==> config.mk <==
export PLATFORM = sky130hd
export DESIGN_NAME = rtc_temp_sequencer
export DESIGN_NICKNAME = d
export VERILOG_FILES = /design/src/rtc_temp_pkg.sv /design/src/measure_scheduler.sv /design/src/rtc_temp_sequencer.sv
export SDC_FILE = /design/constraint.sdc
export NUM_CORES = 1
export LEC_CHECK = 0
export ABC_AREA = 1
export BUFFER_PORTS_ARGS = -buffer_cell sky130_fd_sc_hd__buf_2
export CORE_MARGIN = 2
export CORE_UTILIZATION = 56
export DETAILED_ROUTE_END_ITERATION = 8
export MAX_ROUTING_LAYER = met4
export PLACE_DENSITY_LB_ADDON = 0.2
export SLEW_MARGIN = 20
export SYNTH_ARGS = -nofsm -noshare
export SYNTH_HDL_FRONTEND = slang
export SYNTH_SLANG_ARGS = --single-unit
==> constraint.sdc <==
create_clock -name clk -period 3.04 [get_ports clk]
set_input_delay 0.456 -clock clk [delete_from_list [all_inputs] [get_ports clk]]
set_output_delay 0.456 -clock clk [all_outputs]
set_load 0.05 [all_outputs]
==> src/rtc_temp_pkg.sv <==
// constants, types and register map of the rtc interrupt and temperature sequencer
// assumes an 8-bit i/o ram register port and one 10 MHz system clock
//
// Function
// - raise separate once-per-second and once-per-minute interrupt events.
// - alarm event when current minutes and hours both equal their targets.
// - seconds, minutes and alarm events all feed external interrupt six.
// - alarm fires on the cycle equality begins, not while it persists.
// - measurement logic keeps working in every power mode, processor halted too.
// - manual start in mission and brownout; periodic start in all four power modes.
// - period 0 manual, 1-6 gives 2^(3+p) seconds, 7 continuous.
// - periodic measurements are allowed in all four power modes.
// - start bit acts only with period zero, ignored in sleep and display.
// - hardware clears the start bit when its measurement finishes.
// - result upper eight bits in one byte, low three in bits 7:5.
// - result is 11-bit two's complement, range -1024 to +1023.
// - battery enable adds a battery reading to every temperature measurement.
// - power select 1 main supply, 0 clock battery; battery forced in sleep.
// - busy flag during config byte commit, up to 6 ms; writes rejected.
// - 8-bit battery result stored read-only, updated with each battery reading.
// - battery select 1 main backup battery, 0 clock battery.
package rtc_temp_pkg;

    // register byte addresses
    localparam logic [15:0] ADDR_TEMP_HIGH  = 16'h2881;
    localparam logic [15:0] ADDR_TEMP_LOW   = 16'h2882;
    localparam logic [15:0] ADDR_BATTERY    = 16'h2885;
    localparam logic [15:0] ADDR_ALARM_MIN  = 16'h289E;
    localparam logic [15:0] ADDR_ALARM_HR   = 16'h289F;
    localparam logic [15:0] ADDR_CONFIG     = 16'h28A0;
    localparam logic [15:0] ADDR_START      = 16'h28B4;

    // field positions
    localparam int CFG_PER_LSB   = 0;
    localparam int CFG_BUSY_BIT  = 3;
    localparam int CFG_BAT_BIT   = 4;
    localparam int CFG_COMP_BIT  = 5;
    localparam int CFG_PWR_BIT   = 6;
    localparam int CFG_BSEL_BIT  = 7;
    localparam int START_BIT     = 6;
    localparam int TEMP_LOW_LSB  = 5;

    // reset values
    localparam logic [7:0]  CONFIG_RST    = 8'h00;
    localparam logic [5:0]  ALARM_MIN_RST = 6'h00;
    localparam logic [4:0]  ALARM_HR_RST  = 5'h00;
    localparam logic [10:0] TEMP_RST      = 11'h000;
    localparam logic [7:0]  BATTERY_RST   = 8'h00;

    // period field codes
    localparam logic [2:0] PER_MANUAL     = 3'h0;
    localparam logic [2:0] PER_CONTINUOUS = 3'h7;
    localparam int         PER_EXP_BASE   = 3;
    localparam int         SEC_CNT_W      = 10;

    // timing
    localparam int unsigned CLK_PERIOD_NS  = 100;
    localparam int unsigned COMMIT_TIME_MS = 6;
    localparam int unsigned COMMIT_CYCLES  = (COMMIT_TIME_MS * 1000000) / CLK_PERIOD_NS;
    localparam int          COMMIT_CNT_W   = 16;

    typedef enum logic [3:0] {
        MODE_MISSION  = 4'h1,
        MODE_BROWNOUT = 4'h2,
        MODE_DISPLAY  = 4'h4,
        MODE_SLEEP    = 4'h8
    } power_mode_t;

    typedef enum logic [1:0] {
        MEAS_IDLE = 2'h1,
        MEAS_RUN  = 2'h2
    } meas_state_t;

    typedef struct packed {
        logic        wr;
        logic        rd;
        logic [15:0] addr;
        logic [7:0]  wdata;
    } io_req_t;

    typedef struct packed {
        logic seconds_tick_irq;
        logic minutes_tick_irq;
        logic alarm_irq;
    } irq_events_t;

    typedef struct packed {
        logic start;
        logic power_main;
        logic battery_measure;
        logic battery_select;
    } sensor_ctl_t;

    typedef struct packed {
        logic        done;
        logic [10:0] temperature;
        logic [7:0]  battery;
    } sensor_res_t;

endpackage

==> src/measure_scheduler.sv <==
// periodic measurement scheduler: counts rtc second ticks
// assumes sec_tick is a one-cycle pulse from the rtc on the same clock
`timescale 1ns/100ps
`default_nettype none
module measure_scheduler (
    // clock and reset
    input  wire logic       clk,
    input  wire logic       rst,
    // rtc tick and period field
    input  wire logic       sec_tick,
    input  wire logic [2:0] period,
    // launch request, one cycle
    output var  logic       launch
);
    logic [rtc_temp_pkg::SEC_CNT_W-1:0] cnt_reg;
    logic [rtc_temp_pkg::SEC_CNT_W-1:0] cnt_next;
    logic [rtc_temp_pkg::SEC_CNT_W-1:0] interval;
    logic [2:0]                         period_reg;
    logic                               launch_next;
    logic                               periodic;

    assign periodic = (period != rtc_temp_pkg::PER_MANUAL)
                   && (period != rtc_temp_pkg::PER_CONTINUOUS);
    // 2^(3+p) seconds, 16 .. 512
    // shift amount kept four bits wide, a three-bit sum wraps for periods 5 and 6
    assign interval = rtc_temp_pkg::SEC_CNT_W'(1)
                   << ({1'b0, period} + 4'(rtc_temp_pkg::PER_EXP_BASE));

    always_comb begin
        cnt_next    = cnt_reg;
        launch_next = 1'b0;
        // a new period restarts the count so the first interval is whole
        if (!periodic || period != period_reg) begin
            cnt_next = '0;
        end else if (sec_tick) begin
            if (cnt_reg + 1'b1 == interval) begin
                cnt_next    = '0;
                launch_next = 1'b1;
            end else begin
                cnt_next = cnt_reg + 1'b1;
            end
        end
    end

    always_ff @(posedge clk) begin
        if (rst) begin
            cnt_reg    <= '0;
            period_reg <= rtc_temp_pkg::PER_MANUAL;
            launch     <= 1'b0;
        end else begin
            cnt_reg    <= cnt_next;
            period_reg <= period;
            launch     <= launch_next;
        end
    end
endmodule
`default_nettype wire

==> src/rtc_temp_sequencer.sv <==
// rtc interrupt events, alarm compare and temperature measurement sequencer
// assumes processor i/o ram strobes, rtc ticks, counters and sensor on the same clock
`timescale 1ns/100ps
`default_nettype none
module rtc_temp_sequencer #(
    parameter int unsigned COMMIT_CYCLES = rtc_temp_pkg::COMMIT_CYCLES
) (
    // clock and reset
    input  wire logic                      clk,
    input  wire logic                      rst,
    // processor i/o ram port
    input  wire rtc_temp_pkg::io_req_t     io_req,
    output var  logic [7:0]                io_rdata,
    // rtc time base
    input  wire logic                      sec_tick,
    input  wire logic                      min_tick,
    input  wire logic [5:0]                current_minutes,
    input  wire logic [4:0]                current_hours,
    // power mode from the power controller
    input  wire rtc_temp_pkg::power_mode_t power_mode,
    // interrupt events towards external interrupt six
    output var  rtc_temp_pkg::irq_events_t irq_events,
    output var  logic                      ext_int6,
    // temperature sensor
    output var  rtc_temp_pkg::sensor_ctl_t sensor_ctl,
    input  wire rtc_temp_pkg::sensor_res_t sensor_res
);
    function automatic logic hit(input rtc_temp_pkg::io_req_t r, input logic [15:0] a);
        hit = r.addr == a;
    endfunction

    // register group
    logic [7:0]                           config_reg;
    logic [7:0]                           config_next;
    logic [5:0]                           alarm_min_reg;
    logic [5:0]                           alarm_min_next;
    logic [4:0]                           alarm_hr_reg;
    logic [4:0]                           alarm_hr_next;
    logic                                 start_reg;
    logic                                 start_next;
    logic [rtc_temp_pkg::COMMIT_CNT_W-1:0] commit_reg;
    logic [rtc_temp_pkg::COMMIT_CNT_W-1:0] commit_next;
    logic [7:0]                           rdata_next;
    logic                                 busy;
    logic                                 start_accept;
    logic                                 low_power;
    logic [2:0]                           period;
    // interrupt group
    logic                                 match_reg;
    logic                                 match_now;
    rtc_temp_pkg::irq_events_t            irq_next;
    // measurement group
    rtc_temp_pkg::meas_state_t            state_reg;
    rtc_temp_pkg::meas_state_t            state_next;
    logic [10:0]                          temp_reg;
    logic [10:0]                          temp_next;
    logic [7:0]                           battery_reg;
    logic [7:0]                           battery_next;
    logic                                 bat_meas_reg;
    logic                                 bat_meas_next;
    rtc_temp_pkg::sensor_ctl_t            ctl_next;
    logic                                 sched_launch;
    logic                                 launch;
    logic                                 meas_done;

    assign busy      = commit_reg != '0;
    assign period    = config_reg[rtc_temp_pkg::CFG_PER_LSB +: 3];
    assign low_power = (power_mode == rtc_temp_pkg::MODE_SLEEP)
                    || (power_mode == rtc_temp_pkg::MODE_DISPLAY);
    assign meas_done = (state_reg == rtc_temp_pkg::MEAS_RUN) && sensor_res.done;
    // manual start needs period zero and an awake processor mode
    assign start_accept = io_req.wr && hit(io_req, rtc_temp_pkg::ADDR_START)
                       && io_req.wdata[rtc_temp_pkg::START_BIT] && !start_reg
                       && period == rtc_temp_pkg::PER_MANUAL && !low_power;

    measure_scheduler u_sched (
        .clk      (clk),
        .rst      (rst),
        .sec_tick (sec_tick),
        .period   (period),
        .launch   (sched_launch)
    );

    // registers and read port
    always_comb begin
        config_next    = config_reg;
        alarm_min_next = alarm_min_reg;
        alarm_hr_next  = alarm_hr_reg;
        start_next     = start_reg;
        commit_next    = busy ? commit_reg - 1'b1 : commit_reg;
        rdata_next     = io_rdata;
        if (io_req.wr) begin
            // a write during the commit is dropped so the byte stays coherent
            if (hit(io_req, rtc_temp_pkg::ADDR_CONFIG) && !busy) begin
                config_next = io_req.wdata;
                config_next[rtc_temp_pkg::CFG_BUSY_BIT] = 1'b0;
                commit_next = rtc_temp_pkg::COMMIT_CNT_W'(COMMIT_CYCLES);
            end
            if (hit(io_req, rtc_temp_pkg::ADDR_ALARM_MIN)) begin
                alarm_min_next = io_req.wdata[5:0];
            end
            if (hit(io_req, rtc_temp_pkg::ADDR_ALARM_HR)) begin
                alarm_hr_next = io_req.wdata[4:0];
            end
        end
        // setting is only accepted while clear; if a clear falls in the same cycle, the setting wins
        if (start_accept) begin
            start_next = 1'b1;
        end else if (meas_done) begin
            start_next = 1'b0;
        end
        if (io_req.rd) begin
            unique case (io_req.addr)
                rtc_temp_pkg::ADDR_TEMP_HIGH: rdata_next = temp_reg[10:3];
                rtc_temp_pkg::ADDR_TEMP_LOW:  rdata_next = {temp_reg[2:0], 5'h00};
                rtc_temp_pkg::ADDR_BATTERY:   rdata_next = battery_reg;
                rtc_temp_pkg::ADDR_ALARM_MIN: rdata_next = {2'h0, alarm_min_reg};
                rtc_temp_pkg::ADDR_ALARM_HR:  rdata_next = {3'h0, alarm_hr_reg};
                rtc_temp_pkg::ADDR_CONFIG: begin
                    rdata_next = config_reg;
                    rdata_next[rtc_temp_pkg::CFG_BUSY_BIT] = busy;
                end
                rtc_temp_pkg::ADDR_START:     rdata_next = {1'h0, start_reg, 6'h00};
                default:                      rdata_next = 8'h00;
            endcase
        end
    end

    always_ff @(posedge clk) begin
        if (rst) begin
            config_reg    <= rtc_temp_pkg::CONFIG_RST;
            alarm_min_reg <= rtc_temp_pkg::ALARM_MIN_RST;
            alarm_hr_reg  <= rtc_temp_pkg::ALARM_HR_RST;
            start_reg     <= 1'b0;
            commit_reg    <= '0;
            io_rdata      <= 8'h00;
        end else begin
            config_reg    <= config_next;
            alarm_min_reg <= alarm_min_next;
            alarm_hr_reg  <= alarm_hr_next;
            start_reg     <= start_next;
            commit_reg    <= commit_next;
            io_rdata      <= rdata_next;
        end
    end

    // interrupt events
    assign match_now = (current_minutes == alarm_min_reg)
                    && (current_hours == alarm_hr_reg);

    always_comb begin
        irq_next.seconds_tick_irq = sec_tick;
        irq_next.minutes_tick_irq = min_tick;
        irq_next.alarm_irq        = match_now && !match_reg;
    end

    // match starts set so a reset at a matching time gives no false alarm
    always_ff @(posedge clk) begin
        if (rst) begin
            match_reg  <= 1'b1;
            irq_events <= '0;
            ext_int6   <= 1'b0;
        end else begin
            match_reg  <= match_now;
            irq_events <= irq_next;
            ext_int6   <= |irq_next;
        end
    end

    // measurement sequencer, runs in every power mode
    assign launch = (state_reg == rtc_temp_pkg::MEAS_IDLE)
                 && (start_accept || sched_launch
                     || period == rtc_temp_pkg::PER_CONTINUOUS);

    always_comb begin
        state_next    = state_reg;
        temp_next     = temp_reg;
        battery_next  = battery_reg;
        bat_meas_next = bat_meas_reg;
        ctl_next.start = 1'b0;
        // clock battery is forced in the low power modes
        ctl_next.power_main = config_reg[rtc_temp_pkg::CFG_PWR_BIT] && !low_power;
        ctl_next.battery_select = config_reg[rtc_temp_pkg::CFG_BSEL_BIT];
        ctl_next.battery_measure = bat_meas_reg;
        unique case (state_reg)
            rtc_temp_pkg::MEAS_IDLE: begin
                if (launch) begin
                    state_next     = rtc_temp_pkg::MEAS_RUN;
                    ctl_next.start = 1'b1;
                    bat_meas_next  = config_reg[rtc_temp_pkg::CFG_BAT_BIT];
                    ctl_next.battery_measure = bat_meas_next;
                end
            end
            rtc_temp_pkg::MEAS_RUN: begin
                if (sensor_res.done) begin
                    state_next = rtc_temp_pkg::MEAS_IDLE;
                    temp_next  = sensor_res.temperature;
                    if (bat_meas_reg) begin
                        battery_next = sensor_res.battery;
                    end
                    bat_meas_next = 1'b0;
                    ctl_next.battery_measure = 1'b0;
                end
            end
            default: state_next = rtc_temp_pkg::MEAS_IDLE;
        endcase
    end

    always_ff @(posedge clk) begin
        if (rst) begin
            state_reg    <= rtc_temp_pkg::MEAS_IDLE;
            temp_reg     <= rtc_temp_pkg::TEMP_RST;
            battery_reg  <= rtc_temp_pkg::BATTERY_RST;
            bat_meas_reg <= 1'b0;
            sensor_ctl   <= '0;
        end else begin
            state_reg    <= state_next;
            temp_reg     <= temp_next;
            battery_reg  <= battery_next;
            bat_meas_reg <= bat_meas_next;
            sensor_ctl   <= ctl_next;
        end
    end
endmodule
`default_nettype wire

# After elaboration in Yosys (flattened, before gate mapping)
# Index checks and enable logic that the tools add are counted.
[classes] shifts=1 n_reduce_logical=37 add_sub_neg=3 eq_ne=19 bitwise=2 muxes=15
[op_table] cell="$eq 16x14->1 const B" n=7
[op_table] cell="$pmux 8 s7" n=1
[op_table] cell="$mux 16" n=3
[op_table] cell="$reduce_bool 16->1" n=1
[op_table] cell="$sub 16x1->16 const B" n=1
[op_table] cell="$logic_and 1x1->1" n=12
[op_table] cell="$add 10x1->10 const B" n=1
[op_table] cell="$eq 10x10->1" n=1
[op_table] cell="$mux 10" n=1
[op_table] cell="$reduce_and 2->1" n=5
[op_table] cell="$shl 1x4->10 const A" n=1
[op_table] cell="$eq 6x6->1" n=1
[op_table] cell="$mux 1" n=6
[op_table] cell="$reduce_and 3->1" n=2
[op_table] cell="$reduce_or 3->1" n=2
[op_table] cell="$eq 5x5->1" n=1
[op_table] cell="$logic_not 1->1" n=5
[op_table] cell="$add 3x2->4 const B" n=1
[op_table] cell="$eq 4x3->1 const B" n=1
[op_table] cell="$eq 4x4->1 const B" n=1
[op_table] cell="$logic_or 1x1->1" n=4
[op_table] cell="$mux 2" n=2
[op_table] cell="$ne 2x2->1 const B" n=2
[op_table] cell="$pmux 2 s2" n=1
[op_table] cell="other kinds (11)" n=14
[totals] output_inout_bits=16 regBits=87

# Longest topological paths before layout
# Gate-level depths: netlist of run 1.
[depth] ltp_word=11 ltp_mapped=17

# By module
# Synthesis of run 1 repeated with hierarchy kept, for this count alone.
[unflattened] hier_cells=714 hier_area_um2=4724.5
[by_module_without_submodules] module="rtc_temp_sequencer" seq_area_each_um2=1461.4 area_per_inst_um2=3729.8 cells_per_inst=540 instances=1
[by_module_without_submodules] module="measure_scheduler" seq_area_each_um2=280.3 area_per_inst_um2=994.7 cells_per_inst=174 instances=1

# Worst setup path before layout of run 1
# Ideal clock, no wire load.
[synth_timing] kind="reg-to-reg" startpoint="reg config_reg[0]" endpoint="reg u_sched.cnt_reg[0] (netlist name)" setup_time_ns=0.121 stages_incl_launch_ff=16 path_buffers=1 required_time_ns=2.919 slack_ns=1.030 t_arrival_ns=1.889 cell_sequence="dfxtp_1 buf_2 inv_1 nand2_2 inv_1 ha_1 nor2_1 nand3_1 nand2_1 nand2_1 nor2_1 nand2_1 nor2_2 nand3_4 nand2_1 a21oi_1"
[synth_via] elab_chain_cells=5 elab_cells_between_ends=11 classes_between="add/sub: 1; eq/ne: 3; shift: 1; mux: 1; reduce/logical: 5"
[synth_lines] element="start: declaration" line="rtc_temp_sequencer.sv:33" rtl="logic [7:0] config_reg;"
[synth_lines] element="start signal: assignment" line="rtc_temp_sequencer.sv:131" rtl="config_reg <= rtc_temp_pkg::CONFIG_RST;"
[synth_lines] element="start signal: assignment" line="rtc_temp_sequencer.sv:138" rtl="config_reg <= config_next;"
[synth_lines] element="branches (longest 5 deep; another with $add 3x2->4)"
[synth_lines] element="end signal: assignment" line="measure_scheduler.sv:51" rtl="cnt_reg <= cnt_next;"
[synth_lines] element="end: declaration" line="measure_scheduler.sv:15" rtl="logic [rtc_temp_pkg::SEC_CNT_W-1:0] cnt_reg;"
# Several ways; the timed one is not identified.
# A chain may end at the register's enable or synchronous reset.

# Worst setup path in the final report of run 1
[layout_timing] startpoint="reg config_reg[0]" endpoint="reg u_sched.cnt_reg[6] (netlist name)"
# Same word-level chain as after synthesis.

==> reports/summary.txt, run 1 <==
Max clock buf depth: 2
period utilization: 78.2%
Largest register FFs: 16
quantity of I/O buffers inserted on ports: 80
Worst path max stage delay: 0.50 ns
Reg clk slew, reported paths: 0.09 ns
Max-slew headroom: 57.4%
Synth Warn #: 0
CP Cell Sequence: inv_1, nand2_2, inv_1, ha_1, nor2_1, nand3_1, nand2_1, nand2_1, nor2_1, nand2_1, nor2_2, nand3_4, nand2_1, a21oi_1
synth cell count leaders: nand2_1, nor2_1, dfxtp_1
initial antenna violation count: 0
sequential cell area: 1740 sq um
fin. max-slew vios: 0
Initial Util: 57.3%
IO Count: 81
RSZ-0062 raised after global routing: false
worst-path fanout max: 10
asr flop ratio synth: 0%
Worst R2R Setup Slack: 0.66 ns
antenna-violating nets left: 0
Multi-input gate area: 2520 sq um
Cells on Worst Hold Path: 3
H-tree levels: 3
Critical Path RT: 3.28 ns
post-cts hold buffer count: 0
Filler Cell Count: 783
critical path arrival: 2.62 ns
CTS tree: built
Design Power: 2.98 mW
Area growth syn-to-layout: 14.5%
die height: 95.5 um
Worst R2R Start: config_reg[0]
global-route wire length before repair: 19300 um
max cap viols: 0
routability-driven placement congestion ratio: 0.968
vias in the first global route: 4288
sequential-to-total area share from yosys stat: 37.2%
critical path class: register to register
Cell variety after synth: 37
Die W: 95.5 um
Clock Latency Late Sink: 0.36 ns
top-area cell type share of the netlist area: 37.2%
Max Clk Rate: 421 MHz
DRT Wirelength: 11900 um
Mapped Area: 4680 sq um
ant diodes: 0
clock root buffer: clkbuf_8
area leader, netlist: dfxtp_1
Gate Count Post-Synth: 717
core box area: 8180 sq um
pwr/cell area: 557 nW/um^2
Num CTS Buffers: 9
critical hold path startpoint: min_tick
most common cell in the netlist: nand2_1
CP max stage cell: dfxtp_1
# setup viols final: 0
DR WL/cell: 13.2 um
share of layout cells above drive strength 1: 16.4%
status: complete, no violations
via count: 4798
Remaining Overflow, GRT: 0
largest net degree at the start of global routing: 41
Crit Reg-Reg Endpoint: u_sched.cnt_reg[6]
Lkg Pwr: 2.51 nW
Worst-Margin Slew: 0.634 ns
DR iter-0 viols: 277
reg2reg path depth: 14
post-CTS setup buffer count: 0
synthesized area per cell: 6.53 sq um
Die ar.: 9110 sq um
worst clock skew: 0.0144 ns
std cell rows: 33
EDFF count, synth: 0
HP Class: input pin to register
most used cell, CP: nand2_1
total track usage: 27.7%
delay-heaviest family, CP: simple AND/OR/NAND/NOR gates
#FFs+latches synth: 87
Final Critical Period: 2.38 ns
nets@finish: 862
DRC: 0
# resized after CTS: 0
ys flop type: dfxtp_1
CP Buf/Inv Count: 2
crit start category: register
vias per std cell: 5.31
Detail Placement HPWL: 8990 um
worst-case hold path end point: irq_events[1]
clk sinks: 87
Peak VDD IR: 0.000307 V
final setup TNS: 0 ns
crit end category: register
Fin. Hold Viols: 0
synth top area cells: dfxtp_1, nand2_1, nor2_1
Pre-antenna DRT Iters: 6
synthesized net count: 786
worst max-delay path by stage:
stage                        startpoint                  to  slack, ns  cells past startpoint
after detailed placement  config_reg[0]  u_sched.cnt_reg[7]       0.71                     14
after floorplan           config_reg[0]  u_sched.cnt_reg[0]       1.03                     15
after CTS                 config_reg[0]  u_sched.cnt_reg[3]       0.70                     14
after global placement    config_reg[0]  u_sched.cnt_reg[6]       0.83                     14
after global routing      config_reg[0]  u_sched.cnt_reg[4]       0.42                     14
final                     config_reg[0]  u_sched.cnt_reg[6]       0.66                     14
layer usage:
layer | up-vias | global-route usage (%) | wire length (um)
li1 | 2453 | - | -
met1 | 2145 | 35.2 | 5230
met2 | 171 | 44.1 | 5510
met3 | 29 | 4.43 | 888
met4 | 0 | 11.1 | 284
met5 | - | - | 0
cells by family after synthesis:
family	after synthesis	share of synthesized area [%]
buf+inv	107	8.95
flops	87	37.2
compound gates	103	11.6
simple gates	402	38.5
fa+ha+maj	4	1.07
xor+xnor	14	2.62
worst reg2reg max path: cells and delay by family, from the launching register on:
kind                     cells  cell delay, ns
AO/OA/AOI/OAI                1            0.06
adder cells (fa/ha/maj)      1            0.33
AND/OR/NAND/NOR             10            1.19
buffers and inverters        2            0.19
flip-flops                   1            0.50
layout make-up:
type,instances,share of cell area [%]
clock buffers,10,2.57
clock inverters,6,1.28
inverters,88,6.16
multi-input cells,523,47.0
flip-flops and latches,87,32.5
well taps,105,2.45
repair buffers,84,8.03
metrics by stage:
step | area [sq um] | hold WS (ns) | worst slack [ns] | utilization, % | std cells
finish | 5360 | 0.307 | 0.663 | 65.6 | 903
global route | 5360 | 0.302 | 0.420 | 65.6 | 903
CTS | 5360 | 0.304 | 0.697 | 65.6 | 903
detailed placement | 5160 | 0.453 | 0.707 | 63.1 | 887
global placement | 5160 | 0.450 | 0.835 | 63.1 | 887
floorplan | 4680 | 0.425 | 1.03 | - | 717
layout by cell type (no fill, tap or decap), types with 2 or more instances in the layout:
cell type,n
a211oi_1,4
a21oi_1,54
a31oi_1,3
and2_1,4
buf_2,80
buf_4,4
clkbuf_8,10
clkinvlp_4,4
dfxtp_1,87
ha_1,4
inv_1,82
inv_2,5
nand2_1,188
nand2_2,3
nand3_1,58
nand3b_1,6
nand4_1,14
nor2_1,92
nor2_2,6
nor2_4,6
nor3_1,9
nor3_2,4
nor4_1,4
o21ai_0,35
o21bai_1,2
o31ai_1,2
or2_2,3
xnor2_1,2
xor2_1,12
power by group:
part | internal, mW | switching [mW] | leakage, nW
Clock | 0.405 | 0.435 | 0.0912
Sequential | 1.23 | 0.0853 | 0.704
Combinational | 0.310 | 0.523 | 1.72
(Power assumes the default switching activity.)
==> run 2: changes to the inputs <==
Settings changed: ABC_AREA 1 to 0.
Clock period 3.04 ns to 2.5 ns, I/O delays scaled along.
==> run 2 against run 1 <==
Net effect:
- the run now ends with negative setup slack left
- synthesized area shrank 5.2%
- final cell count shrank 19%
- critical path depth shrank 5
- via count shrank 13%
- largest power group unchanged
- sequential power grew 21%
- maximum frequency shrank 5.5%
==> reports/summary.txt, run 2 <==
DRT Wirelength: 11300 um
worst clock skew: 0.0121 ns
top-area cell type share of the netlist area: 39.2%
die height: 93.1 um
Detail Placement HPWL: 8240 um
DRC: 0
DR WL/cell: 15.4 um
sequential-to-total area share from yosys stat: 39.2%
critical path arrival: 2.82 ns
Area growth syn-to-layout: 20.4%
crit end category: register
clk sinks: 87
Die W: 93.1 um
antenna-violating nets left: 0
CTS tree: built
initial antenna violation count: 0
Max-slew headroom: 55.9%
HP Class: input pin to register
EDFF count, synth: 0
most common cell in the netlist: dfxtp_1
core box area: 7690 sq um
Gate Count Post-Synth: 534
pwr/cell area: 675 nW/um^2
period utilization: 101%
global-route wire length before repair: 18100 um
nets@finish: 693
#FFs+latches synth: 87
critical path class: register to register
Lkg Pwr: 2.21 nW
max cap viols: 0
crit start category: register
Die ar.: 8660 sq um
via count: 4174
total track usage: 26.9%
Fin. Hold Viols: 0
Final Util: 69.5%
ant diodes: 0
Worst-Margin Slew: 0.656 ns
Max Clk Rate: 397 MHz
Sw Share: 30.5%
commonest cells after routing, fill and taps aside: dfxtp_1, nand2_1, buf_2
sequential group share of total power: 44.1%
Reg clk slew, reported paths: 0.10 ns
# setup viols final: 1
switching pwr: 1.10 mW
status: finished, violations left
Critical Path RT: 2.80 ns
quantity of I/O buffers inserted on ports: 80
Pre-antenna DRT Iters: 4
H-tree levels: 3
fin. max-slew vios: 0
Design Power: 3.61 mW
Num CTS Buffers: 9
logic gate share of total power: 23.9%
Clock Latency Late Sink: 0.36 ns
std cell rows: 32
Largest register FFs: 16
synthesized net count: 603
largest net degree at the start of global routing: 37
area leader, netlist: dfxtp_1
Remaining Overflow, GRT: 0
Mapped Area: 4440 sq um
Synth Warn #: 0
worst-path fanout max: 2
share of layout cells above drive strength 1: 23.5%
Initial Util: 57.8%
synth cell count leaders: dfxtp_1, nand2_1, a21oi_1
routability-driven placement congestion ratio: 0.949
IO Count: 81
Clk pwr share: 31.9%
vias in the first global route: 3862
vias per std cell: 5.71
asr flop ratio synth: 0%
Peak VDD IR: 0.000418 V
synth top area cells: dfxtp_1, nand2_1, a21oi_1
internal power: 2.51 mW
synthesized area per cell: 8.32 sq um
failing checks: negative setup slack
Final Critical Period: 2.52 ns
clock root buffer: clkbuf_8
Cell variety after synth: 62
DR iter-0 viols: 172
Max clock buf depth: 2
ys flop type: dfxtp_1
RSZ-0062 raised after global routing: true
commonest non-fill, non-tap cell in the layout: dfxtp_1
final worst slack: -0.0169 ns
run 2: changes by cell type after synthesis, sizes merged, moves of 10 or more:
cell / before / now
nand2: 192 / 81
inv: 87 / 12
nor2: 104 / 41
nand3: 60 / 31
o21ai: 37 / 11
nor4: 4 / 18
xnor2: 2 / 16
clkbuf: 11 / 23
a22oi: 0 / 10
run 2: cell families after synthesis:
| family | after synthesis | share of synthesized area, % |
|---|---|---|
| XOR/XNOR | 34 | 7.32 |
| AND/OR/NAND/NOR | 256 | 30.7 |
| flip-flops | 87 | 39.2 |
| adder cells (fa/ha/maj) | 4 | 1.13 |
| multiplexers | 9 | 2.03 |
| AO/OA/AOI/OAI | 103 | 15.0 |
| buffers and inverters | 41 | 4.68 |
run 2: repair_timing:
item	CTS	global route
pin swaps	0	2
resized for setup	6	12
endpoints found under the setup margin	5	10
hold buffers	0	0
cloned	0	0
buffers inserted	1	0
run 2: power groups by stage:
stage               registers [mW]  clock network (mW)  logic [mW]
global route                  1.61                1.23       0.983
finish                        1.59                1.15       0.864
global placement              1.62                   0       0.831
CTS                           1.59                1.18       0.865
floorplan                     1.61                   0       0.668
detailed placement            1.62                   0       0.858
run 2: through the flow:
stage          hold slack, ns  cells  instance area (sq um)  setup TNS, ns  worst slack, ns
2_1_floorplan           0.402    534                   4460              0          0.00612
3_3_place_gp            0.421    714                   5020              0          0.00178
3_5_place_dp            0.424    714                   5020         -0.197          -0.0695
4_1_cts                 0.221    731                   5300        -0.0251          -0.0251
5_1_grt                 0.233    731                   5350         -0.181          -0.0784
6_report                0.235    731                   5350        -0.0169          -0.0169
run 2: cell type report:
cell class              count  area (sq um)
flip-flops and latches     87          1740
fillers                   669          2340
clock inverters             6          97.6
inverters                  12          47.5
well taps                 102           128
repair buffers            108           611
multi-input cells         406          2580
clock buffers              10           138
run 2: metal layers:
metal  vias to the layer above  part of all wire (%)  GRT usage, %
met5                         -                     0             -
li1                       2089                     -             -
met4                         0                   2.0          9.31
met2                       115                    49          43.5
met1                      1950                    44          33.6
met3                        20                   5.4          5.72
run 2: worst max-delay path, cell delays in order (launching register included):
cell	delay [ns]
dfxtp_2	0.33
or2_4	0.26
inv_4	0.06
ha_4	0.12
nand2_2	0.03
or4b_1	0.46
or4_4	0.43
a211o_1	0.29
or3b_1	0.37
a21oi_2	0.12
run 2: final timing paths:
kind	from	to	cells after the start	slack (ns)
setup / recovery	config_reg[0]	bat_meas_reg	9	-0.02
hold / removal	sensor_res[17]	temp_reg[9]	3	0.24
setup reg to reg	config_reg[0]	bat_meas_reg	9	-0.02
hold reg to reg	match_reg	irq_events[0]	1	0.43
